--- src/hw/video_rx_ctrl_regs.svh ---
// Purpose: offsets, fields, reset values and timing counts of video_rx_ctrl
// Assumes: 32-bit Avalon-MM data, byte addresses, one word per register
// Notes: definitions only
`ifndef VIDEO_RX_CTRL_REGS_SVH
`define VIDEO_RX_CTRL_REGS_SVH

// ----------------------------------------------------------------------
// register map
// ----------------------------------------------------------------------
`define VRX_ADDR_W 4
`define VRX_REG_CTRL 4'h0
`define VRX_REG_STATUS 4'h4
`define VRX_REG_MASK 4'h8
`define VRX_REG_STATE 4'hC
`define VRX_CTRL_BYPASS 0
`define VRX_EVT_W 4
`define VRX_EVT_CLK_LOST 0
`define VRX_EVT_CLK_BACK 1
`define VRX_EVT_VID_UP 2
`define VRX_EVT_VID_DOWN 3
`define VRX_ST_LOW_POWER 0
`define VRX_ST_PRESENT 1
`define VRX_ST_SMOOTH 2
`define VRX_ST_SHUTDOWN 3
`define VRX_CTRL_RST 1'h0
`define VRX_MASK_RST 4'h0

// ----------------------------------------------------------------------
// timing
// ----------------------------------------------------------------------
`define VRX_MCLK_MHZ 250
`define VRX_CLK_LOSS_NS 1000
`define VRX_CLK_LOSS_CYC ((`VRX_CLK_LOSS_NS * `VRX_MCLK_MHZ + 999) / 1000)
`define VRX_DE_IDLE_US 100
`define VRX_DE_IDLE_CYC (`VRX_DE_IDLE_US * `VRX_MCLK_MHZ)
`define VRX_SMOOTH_PHASES 8
`define VRX_PIX_W 24

`endif

--- src/hw/video_rx_ctrl_pkg.sv ---
// Purpose: types shared by the video receiver control logic
// Assumes: video_rx_ctrl_regs.svh included first
// Notes: none
`include "video_rx_ctrl_regs.svh"

package video_rx_ctrl_pkg;

  typedef struct packed {
    logic hsync;
    logic vsync;
    logic de;
    logic [`VRX_PIX_W-1:0] data;
  } video_s;

  typedef enum logic {PWR_ACTIVE, PWR_LOW} power_e;

endpackage : video_rx_ctrl_pkg

--- src/hw/video_rx_ctrl.sv ---
// Purpose: line sync smoothing, clock-loss power down and video presence detect
// Assumes: pixel clock and video pins sampled by mclk, well above the pixel rate
// Notes: weak pull-downs sit in the pads; the core only drops the enables
// Behaviour
// - strap low enables the line sync smoothing stage, strap high bypasses it.
// - with smoothing on, sync output lags data by 0 to 7 pixel clocks.
// - enter low power automatically when no pixel clock arrives.
// - in low power everything but the clock detector and the register bus with its interrupt is held idle.
// - in low power the video, present flag and aux outputs stop driving; pads pull them low.
// - video present flag low whenever data enable is inactive.
// - in low power the video present flag is not driven.
// - video present flag high while data enable toggles.
// - output shutdown low releases outputs except present flag and aux control.
// - an unconnected strap, pulled high, leaves smoothing disabled.
`timescale 1ns/1ns
`default_nettype none
`include "video_rx_ctrl_regs.svh"

module video_rx_ctrl #(
  parameter int DE_IDLE_CYCLES = `VRX_DE_IDLE_CYC,
  parameter int CLK_LOSS_CYCLES = `VRX_CLK_LOSS_CYC
) (
  input wire logic mclk,
  input wire logic rst_b,
  input wire logic pixClk,
  input wire video_rx_ctrl_pkg::video_s vidIn,
  input wire logic auxCtlIn,
  input wire logic line_sync_smoothing_en_n,
  input wire logic output_shutdown_n,
  output var video_rx_ctrl_pkg::video_s vidOut,
  output logic vidOe,
  output logic video_present_flag,
  output logic presentOe,
  output logic aux_control_out_1,
  output logic auxOe,
  input wire logic [`VRX_ADDR_W-1:0] avs_address,
  input wire logic avs_read,
  input wire logic avs_write,
  input wire logic [31:0] avs_writedata,
  output logic [31:0] avs_readdata,
  output logic avs_waitrequest,
  output logic irq
);

  localparam int DE_W = $clog2(DE_IDLE_CYCLES + 1);
  localparam int CL_W = $clog2(CLK_LOSS_CYCLES + 1);
  localparam int PH_W = $clog2(`VRX_SMOOTH_PHASES);
  localparam logic [DE_W-1:0] DE_LIMIT = DE_W'(DE_IDLE_CYCLES);
  localparam logic [CL_W-1:0] CL_LIMIT = CL_W'(CLK_LOSS_CYCLES);

  if (DE_IDLE_CYCLES < 2 || CLK_LOSS_CYCLES < 2) begin : g_bad_param
    $error("video_rx_ctrl: idle counts must be at least 2");
  end

  // ----------------------------------------------------------------------
  // input synchronisers
  // ----------------------------------------------------------------------
  logic [3:0] pinS1_reg, pinS2_reg, pinS1_next, pinS2_next;
  video_rx_ctrl_pkg::video_s vidS1_reg, vidS2_reg, vidS1_next, vidS2_next;
  logic pixClkD_reg, pixClkD_next;

  always_comb begin
    pinS1_next = {pixClk, auxCtlIn, line_sync_smoothing_en_n, output_shutdown_n};
    pinS2_next = pinS1_reg;
    vidS1_next = vidIn;
    vidS2_next = vidS1_reg;
    pixClkD_next = pinS2_reg[3];
  end

  always_ff @(posedge mclk) begin
    if (!rst_b) begin
      pinS1_reg <= 4'h7;
      pinS2_reg <= 4'h7;
      vidS1_reg <= '0;
      vidS2_reg <= '0;
      pixClkD_reg <= 1'b0;
    end else begin
      pinS1_reg <= pinS1_next;
      pinS2_reg <= pinS2_next;
      vidS1_reg <= vidS1_next;
      vidS2_reg <= vidS2_next;
      pixClkD_reg <= pixClkD_next;
    end
  end

  logic pixEdge, auxS, strapN, shutdownN;
  assign pixEdge = pinS2_reg[3] && !pixClkD_reg;
  assign auxS = pinS2_reg[2];
  assign strapN = pinS2_reg[1];
  assign shutdownN = pinS2_reg[0];

  // ----------------------------------------------------------------------
  // clock detector and power state
  // ----------------------------------------------------------------------
  video_rx_ctrl_pkg::power_e pwr_reg, pwr_next;
  logic [CL_W-1:0] clkIdle_reg, clkIdle_next;
  logic clkLost, clkBack, lowPower;

  always_comb begin
    clkIdle_next = clkIdle_reg;
    pwr_next = pwr_reg;
    clkLost = 1'b0;
    clkBack = 1'b0;
    if (pixEdge) begin
      clkIdle_next = '0;
    end else if (clkIdle_reg != CL_LIMIT) begin
      clkIdle_next = clkIdle_reg + CL_W'(1);
    end
    unique case (pwr_reg)
      video_rx_ctrl_pkg::PWR_ACTIVE: begin
        if (clkIdle_reg == CL_LIMIT) begin
          pwr_next = video_rx_ctrl_pkg::PWR_LOW;
          clkLost = 1'b1;
        end
      end
      video_rx_ctrl_pkg::PWR_LOW: begin
        if (pixEdge) begin
          pwr_next = video_rx_ctrl_pkg::PWR_ACTIVE;
          clkBack = 1'b1;
        end
      end
    endcase
  end

  always_ff @(posedge mclk) begin
    if (!rst_b) begin
      clkIdle_reg <= '0;
      pwr_reg <= video_rx_ctrl_pkg::PWR_ACTIVE;
    end else begin
      clkIdle_reg <= clkIdle_next;
      pwr_reg <= pwr_next;
    end
  end

  assign lowPower = (pwr_reg == video_rx_ctrl_pkg::PWR_LOW);

  // ----------------------------------------------------------------------
  // video path with line sync smoothing
  // ----------------------------------------------------------------------
  logic bypassSw_reg;
  logic smoothOn;
  logic [PH_W-1:0] phase_reg, phase_next;
  video_rx_ctrl_pkg::video_s vid_reg, vid_next;

  // a floating strap reads high through the pad pull-up, so smoothing stays off
  assign smoothOn = !strapN && !bypassSw_reg;

  always_comb begin
    vid_next = vid_reg;
    phase_next = phase_reg;
    if (lowPower) begin
      vid_next = '0;
      phase_next = '0;
    end else if (pixEdge) begin
      phase_next = phase_reg + PH_W'(1);
      vid_next = vidS2_reg;
      // sync edges wait for the next eight-pixel boundary: 0..7 pixels late
      if (smoothOn && phase_reg != '0) begin
        vid_next.hsync = vid_reg.hsync;
      end
    end
  end

  always_ff @(posedge mclk) begin
    if (!rst_b) begin
      vid_reg <= '0;
      phase_reg <= '0;
    end else begin
      vid_reg <= vid_next;
      phase_reg <= phase_next;
    end
  end

  // ----------------------------------------------------------------------
  // data enable activity
  // ----------------------------------------------------------------------
  logic deD_reg, deD_next;
  logic [DE_W-1:0] deIdle_reg, deIdle_next;
  logic present_reg, present_next;

  always_comb begin
    deD_next = vidS2_reg.de;
    deIdle_next = deIdle_reg;
    if (lowPower) begin
      deIdle_next = DE_LIMIT;
    end else if (vidS2_reg.de != deD_reg) begin
      deIdle_next = '0;
    end else if (deIdle_reg != DE_LIMIT) begin
      deIdle_next = deIdle_reg + DE_W'(1);
    end
    present_next = (deIdle_reg != DE_LIMIT);
  end

  always_ff @(posedge mclk) begin
    if (!rst_b) begin
      deD_reg <= 1'b0;
      deIdle_reg <= DE_LIMIT;
      present_reg <= 1'b0;
    end else begin
      deD_reg <= deD_next;
      deIdle_reg <= deIdle_next;
      present_reg <= present_next;
    end
  end

  // ----------------------------------------------------------------------
  // pin drivers
  // ----------------------------------------------------------------------
  logic vidOe_next, presentOe_next, auxOe_next;

  always_comb begin
    vidOe_next = !lowPower && shutdownN;
    presentOe_next = !lowPower;
    auxOe_next = !lowPower;
  end

  always_ff @(posedge mclk) begin
    if (!rst_b) begin
      vidOut <= '0;
      vidOe <= 1'b0;
      video_present_flag <= 1'b0;
      presentOe <= 1'b0;
      aux_control_out_1 <= 1'b0;
      auxOe <= 1'b0;
    end else begin
      vidOut <= vid_reg;
      vidOe <= vidOe_next;
      video_present_flag <= present_reg;
      presentOe <= presentOe_next;
      aux_control_out_1 <= auxS && !lowPower;
      auxOe <= auxOe_next;
    end
  end

  // ----------------------------------------------------------------------
  // register bus and interrupt
  // ----------------------------------------------------------------------
  logic [`VRX_EVT_W-1:0] status_reg, status_next, mask_reg, mask_next, events;
  logic bypassSw_next, wait_next, irq_next, req, take;
  logic [31:0] rdata_next;

  assign req = avs_read || avs_write;
  assign take = req && !avs_waitrequest;
  assign events = {present_reg && !present_next, !present_reg && present_next,
                   clkBack, clkLost};

  always_comb begin
    wait_next = !(req && avs_waitrequest);
    bypassSw_next = bypassSw_reg;
    mask_next = mask_reg;
    status_next = status_reg;
    rdata_next = avs_readdata;
    if (take && avs_write) begin
      unique case (avs_address)
        `VRX_REG_CTRL: bypassSw_next = avs_writedata[`VRX_CTRL_BYPASS];
        `VRX_REG_STATUS: status_next = status_reg & ~avs_writedata[`VRX_EVT_W-1:0];
        `VRX_REG_MASK: mask_next = avs_writedata[`VRX_EVT_W-1:0];
        default: ;
      endcase
    end
    // a new event wins over a clear in the same cycle
    status_next = status_next | events;
    if (req && avs_waitrequest && avs_read) begin
      rdata_next = 32'h0000_0000;
      unique case (avs_address)
        `VRX_REG_CTRL: rdata_next[`VRX_CTRL_BYPASS] = bypassSw_reg;
        `VRX_REG_STATUS: rdata_next[`VRX_EVT_W-1:0] = status_reg;
        `VRX_REG_MASK: rdata_next[`VRX_EVT_W-1:0] = mask_reg;
        `VRX_REG_STATE: rdata_next[3:0] = {!shutdownN, smoothOn, present_reg, lowPower};
        default: ;
      endcase
    end
    irq_next = |(status_next & mask_next);
  end

  always_ff @(posedge mclk) begin
    if (!rst_b) begin
      avs_waitrequest <= 1'b1;
      avs_readdata <= 32'h0000_0000;
      bypassSw_reg <= `VRX_CTRL_RST;
      mask_reg <= `VRX_MASK_RST;
      status_reg <= '0;
      irq <= 1'b0;
    end else begin
      avs_waitrequest <= wait_next;
      avs_readdata <= rdata_next;
      bypassSw_reg <= bypassSw_next;
      mask_reg <= mask_next;
      status_reg <= status_next;
      irq <= irq_next;
    end
  end
endmodule : video_rx_ctrl
`default_nettype wire

--- config.mk ---
export PLATFORM = sky130hd
export DESIGN_NAME = video_rx_ctrl
export DESIGN_NICKNAME = d
export VERILOG_FILES = /design/src/hw/video_rx_ctrl_pkg.sv /design/src/hw/video_rx_ctrl.sv
export VERILOG_INCLUDE_DIRS = /design/src /design/src/hw
export SDC_FILE = /design/constraint.sdc
export NUM_CORES = 1
export LEC_CHECK = 0
export BUFFER_PORTS_ARGS = -buffer_cell sky130_fd_sc_hd__buf_2
export CORE_MARGIN = 4
export CORE_UTILIZATION = 43
export DETAILED_ROUTE_END_ITERATION = 10
export PLACE_DENSITY = 0.66
export SYNTH_ARGS = -nofsm -noshare
export SYNTH_HDL_FRONTEND = slang
export SYNTH_SLANG_ARGS = --single-unit
--- constraint.sdc ---
create_clock -name mclk -period 2.6 [get_ports mclk]
set_input_delay 0.52 -clock mclk [delete_from_list [all_inputs] [get_ports mclk]]
set_output_delay 0.52 -clock mclk [all_outputs]
set_load 0.02 [all_outputs]
# Word-level counts from Yosys, hierarchy flattened
# Index checks and enable logic that the tools add are counted.
# op_classes
muxes	14
n_eq_ne	7
reduce_logical	30
bitwise	7
addsub	3
# ops
operator	count
$mux 15	2
$mux 4	4
$add 15x1->15 const B	1
$ne 15x15->1 const B	1
$logic_and 1x1->1	11
$logic_not 1->1	9
$pmux 3 s3	1
$add 8x1->8 const B	1
$and 4x4->4	2
$eq 4x4->1 const B	2
$eq 8x8->1 const B	1
$ne 8x8->1 const B	1
$mux 1	5
$eq 4x3->1 const B	1
$logic_not 4->1	1
$not 4->4	1
$or 4x4->4	1
$pmux 1 s4	1
$reduce_and 2->1	2
$reduce_or 2->1	2
$reduce_or 4->1	1
$add 3x1->3 const B	1
$not 1->1	3
$reduce_bool 3->1	1
5 further kinds	5
# totals
ff_bits	165

# Logic depth before layout (Yosys ltp)
# depth
depth_word	7
ltp_mapped	7

# Least setup slack after synthesis
# No wires, ideal clock.
# synth_timing
kind	input -> register
from	in avs_address[2]
to	reg irq
cell_stages	7
path_buffers	2
t_arrival_ps	1881
setup_slack_ps	599
setup_ps	120
path_cell_list	bufbuf_16 nor2b_1 clkbuf_1 nand3_1 a22oi_1 a2bb2o_4 a211o_1
# synth_via
elab_chain_len	6
# synth_lines
element	line	rtl
start: declaration	video_rx_ctrl.sv:36	input wire logic [`VRX_ADDR_W-1:0] avs_address,
$eq 4x3->1	video_rx_ctrl.sv:254	unique case (avs_address)
$mux 4	video_rx_ctrl.sv:254	
$mux 4	video_rx_ctrl.sv:253	if (take && avs_write) begin
$or 4x4->4	video_rx_ctrl.sv:262	status_next = status_next | events;
$and 4x4->4 *	video_rx_ctrl.sv:273	irq_next = |(status_next & mask_next);
$reduce_or 4->1 *	video_rx_ctrl.sv:273	
end signal: assignment	video_rx_ctrl.sv:290	irq <= irq_next;
end: declaration	video_rx_ctrl.sv:42	output logic irq
# Mark *: on every way between the ends. The rest lies on a longest branch, timed or not.
# A chain may end at the register's enable or synchronous reset.

# Worst setup path in the final report
# layout_timing
from	reg avs_waitrequest
to	reg irq
# layout_via
elab_chain_len	7
# layout_lines
element	line	rtl
start: declaration	video_rx_ctrl.sv:41	output logic avs_waitrequest,
start signal: assignment	video_rx_ctrl.sv:285	avs_waitrequest <= wait_next;
$logic_not 1->1 *	video_rx_ctrl.sv:243	assign take = req && !avs_waitrequest;
$logic_and 1x1->1 *	video_rx_ctrl.sv:243	
$logic_and 1x1->1 *	video_rx_ctrl.sv:253	
$mux 4	video_rx_ctrl.sv:253	
$or 4x4->4	video_rx_ctrl.sv:262	
$and 4x4->4 *	video_rx_ctrl.sv:273	
$reduce_or 4->1 *	video_rx_ctrl.sv:273	
# Marked as above.

==> flow_summary.yaml <==
routing:
  wirelength_mm: 10.2
  antenna_left: 0
  drt-initial-drc-count: 205
  dr.pass1.iters: 4
  vias: 3682
  drc: 0
  viasPerCell: 4.46
  wire_per_inst_um: 12.4
yosys:
  netlist_area_um2: 5700
  postSynthAreaPerCell_um2: 10.2
  ys_ff_latch: 165
  seq_area_frac_synth_pct: 57.9
  yosysWarnings: 0
  yosysTopAreaCellShare_pct: 57.9
  synth-main-ff-cell: "dfxtp_1"
  netlist_instances: 560
  async_flop_share_pct: 0
  synth.area.top_cells: "dfxtp_1 58%, and2_1 9.8%, nand2_1 4.3%"
  ys_types: 41
  synth_area_leader_cell: "dfxtp_1"
  synth_edf_count: 0
clock_network:
  root_buffer: "clkbuf_16"
  cts.sinks: 165
  post_cts_buffers: 0
  postCtsHoldBufs: 0
  tritoncts: "done"
  h-tree-depth: 4
  clkTransAtPathRegs_ns: 0.06
  cts_resized: 0
  clk_latency_ns: 0.42
  cts_made_buffers: 17
  clock_path_buffers: 2
sta:
  finalSetupViolations: 0
  post-route-period-util_pct: 75.8
  skew_ns: 0.00748
  period_minus_slack_ns: 1.97
  setup_tns_ns: 0
  finalHoldViolCount: 0
  fmax_mhz: 507
  final_max_slew_viol_count: 0
  rsz0062_at_grt: "false"
die:
  die_h_um: 123
  initial_utilization_pct: 44.5
  fp.dieW_um: 123
  io_pins: 137
  fp-row-count: 41
  core_um2: 12800
  dieArea_um2: 15200
grt:
  grt_pass1_vias: 3595
  grt-ovfl-total: 0
  grt_pass1_wl_mm: 16.8
  gr-usage-all-layers_pct: 14.3
  grt_max_degree: 114
  antenna_found_initial: 0
place:
  gp_congestion: 0.808
  dp_hpwl_mm: 6.76
  numPortBuffers: 80
flow_run:
  maxCapViolations: 0
power_and_ir_drop:
  vdd_drop_max_uv: 453
  p_leak_nw: 2.87
  fin_total_pwr_mw: 5.42
  p_per_area_nw_per_um2: 803
worst_hold_path:
  hold_depth: 2
  hold_class: "in2reg"
  worstHoldStart: "line_sync_smoothing_en_n"
  whs_endpoint: "pinS1_reg[1]"
cells_and_area:
  fin_util_pct: 52.6
  final_net_count: 717
  drive_above_1_share_pct: 19.6
  antennaDiodeCount: 0
  syn_to_final_growth_pct: 18.4
worst_setup_path:
  worstPathRequired_ns: 2.90
  crit_path_end_kind: "register"
  rr_endpoint: "irq"
  critical_path.max_fanout: 6
  cp-start-kind: "register"
  timing.rr.start: "avs_waitrequest"
  cp.arrival_ns: 2.28
  rrSetupSlack_ns: 0.63
  startpoint: "avs_waitrequest"
  critPathKind: "reg2reg"
  r2r_cells: 5
outcome:
  status: "finished, final reports clean"
-- metrics by stage --
step                setup WS (ns)  instance area [um2]  hold slack (ns)  std cells
finish                      0.628                 6750            0.282        825
global route                0.544                 6750            0.271        825
CTS                         0.635                 6750            0.258        825
detailed placement          0.297                 6150            0.394        793
global placement            0.336                 6150            0.388        793
floorplan                   0.599                 5800            0.386        587
-- routing by layer --
metal / global-route usage (%) / part of all wire (%) / up-vias / wire [um]
met5: 0 / 0 / - / 0
met4: 7.27 / 2.1 / 0 / 211
met3: 4.85 / 5.7 / 18 / 585
met2: 21.5 / 45 / 96 / 4570
met1: 18.2 / 48 / 1657 / 4880
li1: - / - / 1911 / -
-- Yosys cell counts, drive strengths merged (4+ instances only) --
| library cell | number |
|---|---|
| a22oi | 6 |
| and2 | 90 |
| nand3 | 13 |
| o21ai | 11 |
| nor2 | 25 |
| a21oi | 32 |
| ha | 6 |
| dfxtp | 165 |
| nor2b | 15 |
| a22o | 4 |
| xor2 | 12 |
| buf | 30 |
| nand2b | 9 |
| inv | 8 |
| clkbuf | 22 |
| mux2i | 7 |
| nand2 | 65 |
| xnor2 | 9 |
-- power breakdown --
group | total [mW] | switching [mW] | internal (mW)
logic | 0.271 | 0.166 | 0.105
registers | 2.65 | 0.0393 | 2.61
clock network | 2.50 | 0.969 | 1.53
-- cell families after synthesis --
group                      count (synthesis)  synth area share, %
and+or+nand+nor                          237                 22.7
adders and majority gates                  6                 1.32
other                                      1               0.0658
DFF                                      165                 57.9
muxes                                     11                 2.28
AOI/OAI and AO/OA                         57                 5.97
buffers and inverters                     62                 6.49
xor gates and xnor gates                  21                 3.23
-- worst max-delay path by stage --
stage               endpoint  depth (start not counted)  slack (ns)
CTS                      irq                          5        0.64
finish                   irq                          5        0.63
global route             irq                          5        0.54
detailed placement       irq                          6        0.30
floorplan                irq                          7        0.60
global placement         irq                          6        0.34
-- placed cells by master (no fill, tap or decap), drive strengths merged, types with 9 or more instances in the layout --
| cell type | Yosys | layout |
|---|---|---|
| o21ai | 11 | 11 |
| dfxtp | 165 | 165 |
| clkbuf | 22 | 19 |
| nor2 | 25 | 25 |
| nand2b | 9 | 9 |
| buf | 30 | 87 |
| xor2 | 12 | 12 |
| nand3 | 13 | 13 |
| and2 | 90 | 90 |
| nand2 | 65 | 65 |
| xnor2 | 9 | 9 |
| nor2b | 15 | 15 |
| conb | 1 | 28 |
| inv | 8 | 9 |
| a21oi | 32 | 32 |
-- layout make-up --
cell class	instances	area, um2
Clock buffer	19	443
Multi-Input combinational cell	360	2130
Timing Repair Buffer	87	465
Tap cell	172	215
Clock inverter	13	156
Fill cell	1183	6070
Sequential cell	165	3300
Inverter	9	33.8
-- critical path: stages (launching register included) --
cell and delay (ns):
dfxtp_1 0.35, nor4b_4 0.46, nand3b_4 0.19, mux2_4 0.34, a2bb2o_4 0.22, a211o_1 0.29
Note: power is estimated with default switching activity, not from simulation.
